$ cat src/uarx_pkg.sv
// shared constants for the asynchronous receive recovery block
`default_nettype none
package uarx_pkg;
  localparam int unsigned SAMPLES_NORMAL = 16;
  localparam int unsigned SAMPLES_DOUBLE = 8;
  localparam logic [3:0] VOTE_FIRST_NORMAL = 4'h8;
  localparam logic [3:0] VOTE_FIRST_DOUBLE = 4'h4;
  localparam logic [3:0] LAST_STATE_NORMAL = 4'hf;
  localparam logic [3:0] LAST_STATE_DOUBLE = 4'h7;
  localparam logic [3:0] FIRST_SAMPLE      = 4'h1;
  localparam logic [3:0] DATA_BITS_DEFAULT = 4'h8;
  localparam int unsigned FIFO_DEPTH       = 4;
  typedef enum logic [1:0] {UARX_IDLE, UARX_START, UARX_BITS, UARX_STOP} uarx_state_e;
endpackage
`default_nettype wire

$ cat src/uarx_stream_if.sv
// valid/ready word carrier between receiver core and its buffer
`default_nettype none
interface uarx_stream_if #(parameter int unsigned W = 11);
  logic         valid;
  logic         ready;
  logic [W-1:0] data;
  modport src (output valid, output data, input ready);
  modport snk (input valid, input data, output ready);
endinterface
`default_nettype wire

$ cat src/uarx_recovery.sv
// receive clock and data recovery with frame buffer
`default_nettype none
// Summary of operation
// - sample line 16 times per bit, or 8 in double speed
// - idle high to low edge starts detection, first low is sample one
// - start validated on samples 8,9,10 or 4,5,6 in double speed
// - two or more high validation samples reject start as noise
// - valid start realigns bit timing, repeated every frame
// - sixteen or eight sample states per bit, sample number equals state
// - bit is majority of three centre samples
// - first vote sample 8 or 4, middle 9 or 5
// - recover up to first stop bit, later stop bits ignored
// - stop bit voted the same way, zero sets frame error flag
// - normal mode accepts next start right after last stop vote sample
// - frame error stored with its frame, cleared by good stop bit
module uarx_recovery #(
  parameter int unsigned DATA_BITS = 8,
  parameter int unsigned DEPTH     = uarx_pkg::FIFO_DEPTH
) (
  input  wire logic                 core_clk,
  input  wire logic                 rst,
  input  wire logic                 clk_en,
  input  wire logic                 sample_tick,
  input  wire logic                 double_speed_select,
  input  wire logic                 serial_in,
  input  wire logic                 receive_data_ready,
  output logic                      receive_data_valid,
  output logic [DATA_BITS-1:0]      receive_data_buffer,
  output logic                      frame_error_flag,
  output logic                      overrun_pulse
);
  localparam int unsigned W = DATA_BITS + 1;

  typedef struct packed {
    logic                   sync1;
    logic                   sync2;
    logic                   line_prev;
    uarx_pkg::uarx_state_e  state;
    logic [3:0]             smp;
    logic [3:0]             bitn;
    logic [1:0]             votes;
    logic [DATA_BITS-1:0]   shift;
    logic                   push;
    logic [W-1:0]           word;
    logic                   ovr;
    logic                   out_v;
    logic [DATA_BITS-1:0]   out_d;
    logic                   out_fe;
  } uarx_state_s;

  uarx_state_s st_ff, nxt_st;
  uarx_stream_if #(.W(W)) frame_s ();
  logic         buf_valid;
  logic         buf_take;
  logic [W-1:0] buf_data;
  logic [3:0]   vote_first;
  logic [3:0]   last_state;
  logic         in_vote;
  logic         vote_bit;
  logic         end_of_bit;
  logic         line;

  assign frame_s.valid = st_ff.push;
  assign frame_s.data  = st_ff.word;
  // only the second synchroniser stage feeds the sampling logic
  assign line          = st_ff.sync2;

  // rate select; tick is the 16x or 8x sample strobe
  assign vote_first = double_speed_select ? uarx_pkg::VOTE_FIRST_DOUBLE
                                          : uarx_pkg::VOTE_FIRST_NORMAL;
  assign last_state = double_speed_select ? uarx_pkg::LAST_STATE_DOUBLE
                                          : uarx_pkg::LAST_STATE_NORMAL;
  // vote window first, middle and last sample
  assign in_vote    = (st_ff.smp >= vote_first) && (st_ff.smp <= vote_first + 4'h2);
  // two of three high gives one
  assign vote_bit   = (st_ff.votes + 2'(line)) >= 2'h2;
  // last state of a bit; the start bit ends here too, which realigns timing
  assign end_of_bit = (st_ff.smp == last_state);

  uarx_fifo #(.WIDTH(W), .DEPTH(DEPTH)) u_fifo (
    .core_clk  (core_clk),
    .rst       (rst),
    .clk_en    (clk_en),
    .in_s      (frame_s),
    .out_valid (buf_valid),
    .out_ready (buf_take),
    .out_data  (buf_data)
  );

  // output stage holds one word; refilled when empty or consumed
  assign buf_take = buf_valid && (!st_ff.out_v || receive_data_ready);

  always_comb begin
    nxt_st = st_ff;
    nxt_st.sync1     = serial_in;
    nxt_st.sync2     = st_ff.sync1;
    // pulse lasts one enabled clock
    nxt_st.ovr       = 1'b0;
    // one finished frame waits here while the fifo is full, much like
    // the shift register of a classic receiver
    if (frame_s.ready) begin
      nxt_st.push = 1'b0;
    end
    if (st_ff.out_v && receive_data_ready) begin
      nxt_st.out_v = 1'b0;
    end
    if (buf_take) begin
      nxt_st.out_v  = 1'b1;
      nxt_st.out_d  = buf_data[DATA_BITS-1:0];
      nxt_st.out_fe = buf_data[DATA_BITS];
    end
    if (sample_tick) begin
      // edge history kept per sample, not per clock: an edge between
      // two ticks would otherwise be gone before the next tick looks
      nxt_st.line_prev = line;
      case (st_ff.state)
        uarx_pkg::UARX_IDLE: begin
          // falling edge, this low is sample one
          if (st_ff.line_prev && !line) begin
            nxt_st.state = uarx_pkg::UARX_START;
            nxt_st.smp   = uarx_pkg::FIRST_SAMPLE + 4'h1;
            nxt_st.votes = '0;
          end
        end
        uarx_pkg::UARX_START: begin
          nxt_st.smp = st_ff.smp + 4'h1;
          // validation samples counted as high votes
          if (in_vote) begin
            nxt_st.votes = st_ff.votes + 2'(line);
          end
          if (st_ff.smp == vote_first + 4'h2) begin
            if (vote_bit) begin
              nxt_st.state = uarx_pkg::UARX_IDLE;
            end
          end
          if (end_of_bit) begin
            // realign bit counter on the valid start bit
            nxt_st.state = uarx_pkg::UARX_BITS;
            nxt_st.smp   = '0;
            nxt_st.bitn  = '0;
            nxt_st.votes = '0;
          end
        end
        uarx_pkg::UARX_BITS: begin
          nxt_st.smp = st_ff.smp + 4'h1;
          if (in_vote) begin
            nxt_st.votes = st_ff.votes + 2'(line);
          end
          if (st_ff.smp == vote_first + 4'h2) begin
            nxt_st.shift = {vote_bit, st_ff.shift[DATA_BITS-1:1]};
          end
          if (end_of_bit) begin
            nxt_st.smp   = '0;
            nxt_st.votes = '0;
            nxt_st.bitn  = st_ff.bitn + 4'h1;
            // first stop bit only follows the data bits
            if (st_ff.bitn == 4'(DATA_BITS - 1)) begin
              nxt_st.state = uarx_pkg::UARX_STOP;
            end
          end
        end
        uarx_pkg::UARX_STOP: begin
          nxt_st.smp = st_ff.smp + 4'h1;
          if (in_vote) begin
            nxt_st.votes = st_ff.votes + 2'(line);
          end
          if (st_ff.smp == vote_first + 4'h2) begin
            // zero stop bit marks frame error
            nxt_st.word = {!vote_bit, st_ff.shift};
            nxt_st.push = 1'b1;
            // full buffer drops the waiting frame and flags it
            // the waiting frame is replaced by the newer one
            nxt_st.ovr  = st_ff.push && !frame_s.ready;
            // normal mode searches right after the last vote
            // history forced high so a low at the very next sample counts
            if (!double_speed_select) begin
              nxt_st.state     = uarx_pkg::UARX_IDLE;
              nxt_st.line_prev = 1'b1;
            end
          end
          // double speed waits for the full stop bit
          if (end_of_bit && double_speed_select) begin
            nxt_st.state     = uarx_pkg::UARX_IDLE;
            nxt_st.line_prev = 1'b1;
          end
        end
        default: begin
          nxt_st.state = uarx_pkg::UARX_IDLE;
        end
      endcase
    end
  end

  always_ff @(posedge core_clk) begin
    if (rst) begin
      st_ff           <= '0;
      st_ff.sync1     <= 1'b1;
      st_ff.sync2     <= 1'b1;
      st_ff.line_prev <= 1'b1;
      st_ff.state     <= uarx_pkg::UARX_IDLE;
    end else if (clk_en) begin
      // low enable freezes everything, fifo included
      st_ff <= nxt_st;
    end
  end

  assign receive_data_valid  = st_ff.out_v;
  assign receive_data_buffer = st_ff.out_d;
  assign frame_error_flag    = st_ff.out_fe;
  assign overrun_pulse       = st_ff.ovr;
endmodule
`default_nettype wire

$ cat src/uarx_fifo.sv
// small synchronous fifo for received frames
`default_nettype none
module uarx_fifo #(
  parameter int unsigned WIDTH = 11,
  parameter int unsigned DEPTH = 4
) (
  input  wire logic             core_clk,
  input  wire logic             rst,
  input  wire logic             clk_en,
  uarx_stream_if.snk            in_s,
  output logic                  out_valid,
  input  wire logic             out_ready,
  output logic [WIDTH-1:0]      out_data
);
  localparam int unsigned AW = $clog2(DEPTH);
  typedef struct packed {
    logic [AW-1:0] wr;
    logic [AW-1:0] rd;
    logic [AW:0]   cnt;
  } uarx_fifo_s;
  uarx_fifo_s st_ff, nxt_st;
  logic [WIDTH-1:0] mem [DEPTH];
  logic push, pop;

  assign in_s.ready = (st_ff.cnt != (AW+1)'(DEPTH));
  assign out_valid  = (st_ff.cnt != '0);
  assign out_data   = mem[st_ff.rd];
  assign push = in_s.valid & in_s.ready;
  assign pop  = out_valid & out_ready;

  always_comb begin
    nxt_st = st_ff;
    if (push) begin
      nxt_st.wr = (st_ff.wr == AW'(DEPTH-1)) ? '0 : st_ff.wr + AW'(1);
    end
    if (pop) begin
      nxt_st.rd = (st_ff.rd == AW'(DEPTH-1)) ? '0 : st_ff.rd + AW'(1);
    end
    nxt_st.cnt = st_ff.cnt + (AW+1)'(push) - (AW+1)'(pop);
  end

  always_ff @(posedge core_clk) begin
    if (rst) begin
      st_ff <= '0;
    end else if (clk_en) begin
      st_ff <= nxt_st;
      if (push) begin
        mem[st_ff.wr] <= in_s.data;
      end
    end
  end
endmodule
`default_nettype wire

$ cat config.mk
export PLATFORM = sky130hd
export DESIGN_NAME = uarx_recovery
export DESIGN_NICKNAME = d
export VERILOG_FILES = /design/src/uarx_pkg.sv /design/src/uarx_stream_if.sv /design/src/uarx_recovery.sv /design/src/uarx_fifo.sv
export SDC_FILE = /design/constraint.sdc
export NUM_CORES = 1
export LEC_CHECK = 0
export BUFFER_PORTS_ARGS = -buffer_cell sky130_fd_sc_hd__buf_4
export CELL_PAD_IN_SITES_DETAIL_PLACEMENT = 0
export CELL_PAD_IN_SITES_GLOBAL_PLACEMENT = 1
export CORE_MARGIN = 2
export CORE_UTILIZATION = 53
export CTS_CLUSTER_SIZE = 30
export DETAILED_ROUTE_END_ITERATION = 7
export HOLD_SLACK_MARGIN = 0.06
export PLACE_DENSITY_LB_ADDON = 0.2
export RECOVER_POWER = 50
export SYNTH_ARGS = -nofsm -noshare
export SYNTH_HDL_FRONTEND = slang
export SYNTH_SLANG_ARGS = --single-unit
export TNS_END_PERCENT = 50
$ cat constraint.sdc
create_clock -name core_clk -period 4.4 [get_ports core_clk]
set_input_delay 1.1 -clock core_clk [delete_from_list [all_inputs] [get_ports core_clk]]
set_output_delay 1.1 -clock core_clk [all_outputs]
set_load 0.1 [all_outputs]
# After elaboration in Yosys (flattened, before gate mapping)
# Memories as Yosys holds them, arrays and structs flattened. A register that Yosys moved wholly into a read port is not among the register bits.
# Index checks and enable logic that the tools add are counted.
op_classes:
  magnitude_cmp: 3
  muxes: 31
  add_sub_neg: 8
  reduce_logical: 25
  n_eq_ne: 17
  bitwise_logic: 2
ops:
  columns: ["cell", "count"]
  rows:
  - ["11-bit two-way mux", 3]
  - ["12-bit two-way mux", 2]
  - ["6-bit one-hot mux with 4 select lines", 1]
  - ["2-bit two-way mux", 9]
  - ["3-bit inequality test, second input constant", 5]
  - ["10-bit two-way mux", 1]
  - ["2-bit AND reduction", 5]
  - ["3-bit two-way mux", 3]
  - ["9-bit AND reduction", 1]
  - ["4-bit by 1-bit adder with 4-bit output, second input constant", 2]
  - ["2-bit equality test, second input constant", 4]
  - ["4-bit equality test", 2]
  - ["4-bit two-way mux", 2]
  - ["2-bit inequality test, second input constant", 4]
  - ["2-bit one-hot mux with 4 select lines", 1]
  - ["4-bit one-hot mux with 2 select lines", 1]
  - ["4-bit AND reduction", 2]
  - ["1-bit two-way mux", 7]
  - ["1-bit logical AND", 6]
  - ["6-bit two-way mux", 1]
  - ["5-bit AND reduction", 1]
  - ["2-bit by 1-bit adder with 2-bit output, second input constant", 2]
  - ["4-bit by 2-bit adder with 4-bit output, second input constant", 1]
  - ["4-bit by 3-bit equality test with 1-bit output, second input constant", 1]
  - ["other kinds (14)", 19]
totals:
  elab_cells: 104
  in_bits: 7
  n_memories: 1
  out_inout_bits: 11
  ram_bits: 36
  register_bits: 51
mem_list:
  columns: ["memory", "words", "width", "read_ports", "rd_clocked_by_memory_dff", "wr", "line", "text"]
  rows:
  - ["u_fifo.mem", 4, 9, 1, 1, 1, "uarx_fifo.sv:22", "logic [WIDTH-1:0] mem [DEPTH];"]

# Longest topological paths before layout
logic_depth:
  depth_word: 7
  mapped_depth: 10
  depth_no_buf: 10

# Hierarchy
# A second synthesis with hierarchy kept.
unflattened:
  hier_cells: 327
  hier_area_um2: 3950.0
modules_own_cells:
  columns: ["module", "cells_per_inst", "seq_area_each_um2", "instances", "area_each_um2"]
  rows:
  - ["uarx_recovery", 225, 880.8, 1, 2123.3]
  - ["uarx_fifo", 102, 1261.2, 1, 1826.8]

# Worst setup path after synthesis
# Ideal clock, no wire load.
synth_path:
  path_type: "input port to flip-flop"
  start: "in receive_data_ready"
  end: "reg u_fifo.st_ff[2] in the netlist's numbering"
  setup_ps: 128
  path_buffers: 0
  t_required_ps: 4272
  t_arrival_ps: 2598
  slack_ps: 1675
  cell_stages: 10
  path_cell_list: "nand2b_1 o31a_1 ha_1 inv_1 ha_1 fa_1 xnor2_1 nand2_1 xor2_1 nor2_1"
synth_via:
  elab_chain_len: 4
synth_lines:
  columns: ["element", "line", "text"]
  rows:
  - ["start: declaration", "uarx_recovery.sv:26", "input wire logic receive_data_ready,"]
  - ["1-bit logical OR", "uarx_recovery.sv:91", "assign buf_take = buf_valid && (!st_ff.out_v || receive_data_ready);"]
  - ["1-bit logical AND", "uarx_recovery.sv:91", null]
  - ["1-bit bitwise AND", "uarx_fifo.sv:29", "assign pop = out_valid & out_ready;"]
  - ["3-bit by 1-bit subtractor with 3-bit output", "uarx_fifo.sv:39", "nxt_st.cnt = st_ff.cnt + (AW+1)'(push) - (AW+1)'(pop);"]
  - ["end signal: assignment", "uarx_fifo.sv:46", "st_ff <= nxt_st;"]
  - ["end: declaration", "uarx_fifo.sv:21", "uarx_fifo_s st_ff, nxt_st;"]
# Every way passes these cells.
# A chain may end at the register's enable or synchronous reset.

# Worst setup path in the final report
layout_path:
  start: "reg st_ff, in the netlist receive_data_buffer[4]"
  end: "out receive_data_buffer[4]"
layout_rtl:
  columns: ["element", "line", "text"]
  rows:
  - ["start: declaration", "uarx_recovery.sv:51", "uarx_state_s st_ff, nxt_st;"]
  - ["start signal: assignment", "uarx_recovery.sv:203", "st_ff <= nxt_st;"]
  - ["end: declaration", "uarx_recovery.sv:28", "output logic [DATA_BITS-1:0] receive_data_buffer,"]
# No word-level cell between the ends.

==> run metrics <==
Die ar. 7990 sq um; area share of the largest cell type after synthesis 28.0%; CP Launch Type flip-flop; Bufs and invs on worst path 1; GRT Overall Usage 17.2%; Final Cycle Share 60.8%; Critical Path Max Stage Delay 0.86 ns; global-route wire length before repair 10,400 um; Worst Reg2Reg Path Length in Cells 8; Synthesized Nets 342; Yosys cell types 53; Worst Hold Path EP line$_SDFFE_PP1P_; Worst EP arrival 1.57 ns; Post-Synthesis Cells 320; Pwr per Cell Area 447 nW/um^2; cell taking the most area after synthesis edfxtp_1; TritonRoute pass-1 iters 4; CTS tree done; CP Capture Type output port; gpl congestion 0.802; Nets 348; clk root buf clkbuf_8; top-count cell post-synth dfxtp_1; Routed Antenna Nets 0; count of pins over their slew limit 0; Post-synth EDFFs 36; number of placement rows 31; flops & latches, synth 89; Setup TNS 0 ns; Die H 89.4 um; # IOs 18; Core Footprint 7140 sq um; status finished, final reports clean; dpl hpwl 4180 um; Final Hold Viols 0; die width 89.4 um; setup bufs post-CTS 0; flop2flop setup slack 2.28 ns; pre-CTS setup slack 1.52 ns; Port Buf Inserts 17; critical path's top delay family buffers and inverters; Ant. Diodes 0; Post-Route WL 6250 um; Required @ worst endpoint 3.30 ns; maximum vdd drop 0.000169 V; drt first-iter violations 143; wire per inst 14.5 um; initial antenna violation count 0; syn_area_per_cell 12.1 sq um; global route total overflow 0; CTS Hold Buffers Added 0; clock sinks 89; Seq/Total Area, Yosys 55.5%; FFs w/ async S/R, synth 0%; CP max-delay cell clkbuf_1; Final Setup Violations 0; total number of vias 2,291; total CTS buffers 9; crit path cell chain clkbuf_1; vias in the first global route 2,156; level count of the clock H-tree 3; number of remaining DRC errors 0; critical hold path startpoint nxt_st[42]$_SDFFE_PP1P_; Hold Path Class reg -> reg; predominant post-synthesis flop cell dfxtp_1; Rel. slew slack 22.7%; CTS max path bufs 2; worst-margin pin slew 1.17 ns; initial core utilization 54.1%; hold depth 1; slack of the critical path 1.73 ns; RSZ-0062 raised after global routing no; Reg clk slew, reported paths 0.10 ns; Clock Skew 0.0113 ns; Synth top cells by count 53 x dfxtp_1, 44 x nor2_1, 36 x edfxtp_1; Via density 5.33; dominant cells by area after synthesis edfxtp_1 28%, dfxtp_1 27%, mux2i_1 8.3%, mux4_2 5.2%, ha_1 4.5%; Clk Latency, worst-skew pair 0.36 ns; layout cells sized above 1 12.1%; WS Path Type reg -> out; Non-Filler Instances 430; capturing point of the worst reg2reg path u_fifo.st_ff[2]$_SDFFE_PP0P_; post-cts sizing count 0; leakage power 1.43 nW; R2R Path Start u_fifo.st_ff[2]$_SDFFE_PP0P_; pin count of the biggest net entering global routing 50; synth-to-layout area growth 6.90%; Synthesis Warnings 0; Crit Path Max Fanout 2; Syn Std Cell Area 3860 sq um; crit path time final 2.67 ns; achievable frequency 0.374 GHz; Max-cap violations 0; placed insts 414
## logic make-up (layout without fill, tap and decap cells)
| family | Yosys count | in the layout | synth area share [%] |
|---|---|---|---|
| simple gates | 88 | 88 | 11.7 |
| mux | 41 | 41 | 13.5 |
| xor+xnor | 5 | 5 | 1.13 |
| buf+inv | 36 | 47 | 4.70 |
| flops | 89 | 89 | 55.5 |
| fa+ha+maj | 16 | 16 | 5.31 |
| compound gates | 45 | 45 | 8.13 |
## cell type report
class | instances | area [sq um]
flip-flops and latches | 89 | 2140
clock inverters | 7 | 56.3
well taps | 99 | 124
fillers | 632 | 3010
multi-input cells | 195 | 1530
repair buffers | 19 | 105
clock buffers | 9 | 124
inverters | 12 | 45.0
## where the power goes
group / switching (mW) / leakage (nW) / internal (mW)
sequential: 0.0575 / 0.763 / 0.891
clock: 0.301 / 0.0914 / 0.214
combinational: 0.232 / 0.578 / 0.148
## cell usage in the layout, fill, tap and decap left out, drive strengths merged, types with 3 or more instances in the layout
cell type	Yosys	layout
a21o	3	3
a21oi	14	14
xnor2	4	4
nor2b	4	4
o21ai	7	7
and3	3	3
nand4	4	4
clkbuf	8	20
buf	16	8
dfxtp	53	53
nand3	5	5
ha	14	14
a211oi	3	3
mux4	9	9
inv	12	17
nand2	9	9
and2	7	7
nor2	44	44
nand2b	3	3
mux2i	32	32
edfxtp	36	36
a211o	3	3
## stage by stage
stage / hold WS, ns / power (mW) / util (%) / area (sq um)
after floorplan: 0.431 / 1.31 / - / 3860
after global placement: 0.442 / 1.36 / 56.0 / 4000
after detailed placement: 0.450 / 1.36 / 56.0 / 4000
after CTS: 0.472 / 1.88 / 58.6 / 4180
after global routing: 0.490 / 1.94 / 57.9 / 4130
final: 0.463 / 1.84 / 57.9 / 4130
## layer usage
layer	wire length (um)	vias to the layer above	track usage, %
li1	-	1157	-
met1	2800	1090	20.9
met2	3140	34	29.0
met3	197	10	5.36
met4	114	0	6.11
met5	0	-	0
## worst max-delay path by stage
stage	startpoint	endpoint	slack [ns]	cells after the start
2_1_floorplan	receive_data_ready	u_fifo.st_ff[2]$_SDFFE_PP0P_	1.67	10
3_3_place_gp	receive_data_ready	u_fifo.st_ff[2]$_SDFFE_PP0P_	1.55	11
3_5_place_dp	receive_data_ready	u_fifo.st_ff[2]$_SDFFE_PP0P_	1.52	11
4_1_cts	receive_data_ready	u_fifo.st_ff[2]$_SDFFE_PP0P_	1.90	11
5_1_grt	clk_en	st_ff[27]$_SDFFE_PP0P_	1.62	6
6_report	receive_data_buffer[4]$_SDFFE_PP0P_	receive_data_buffer[4]	1.73	1
## registers in the layout, summed over array words and instances (netlist names), 7 cells and up, named ones only
register and count:
st_ff 21, receive_data_buffer 8, frame_s.data 9, u_fifo.mem 36, u_fifo.st_ff 7
No activity file was read; power rests on OpenSTA's default activity.
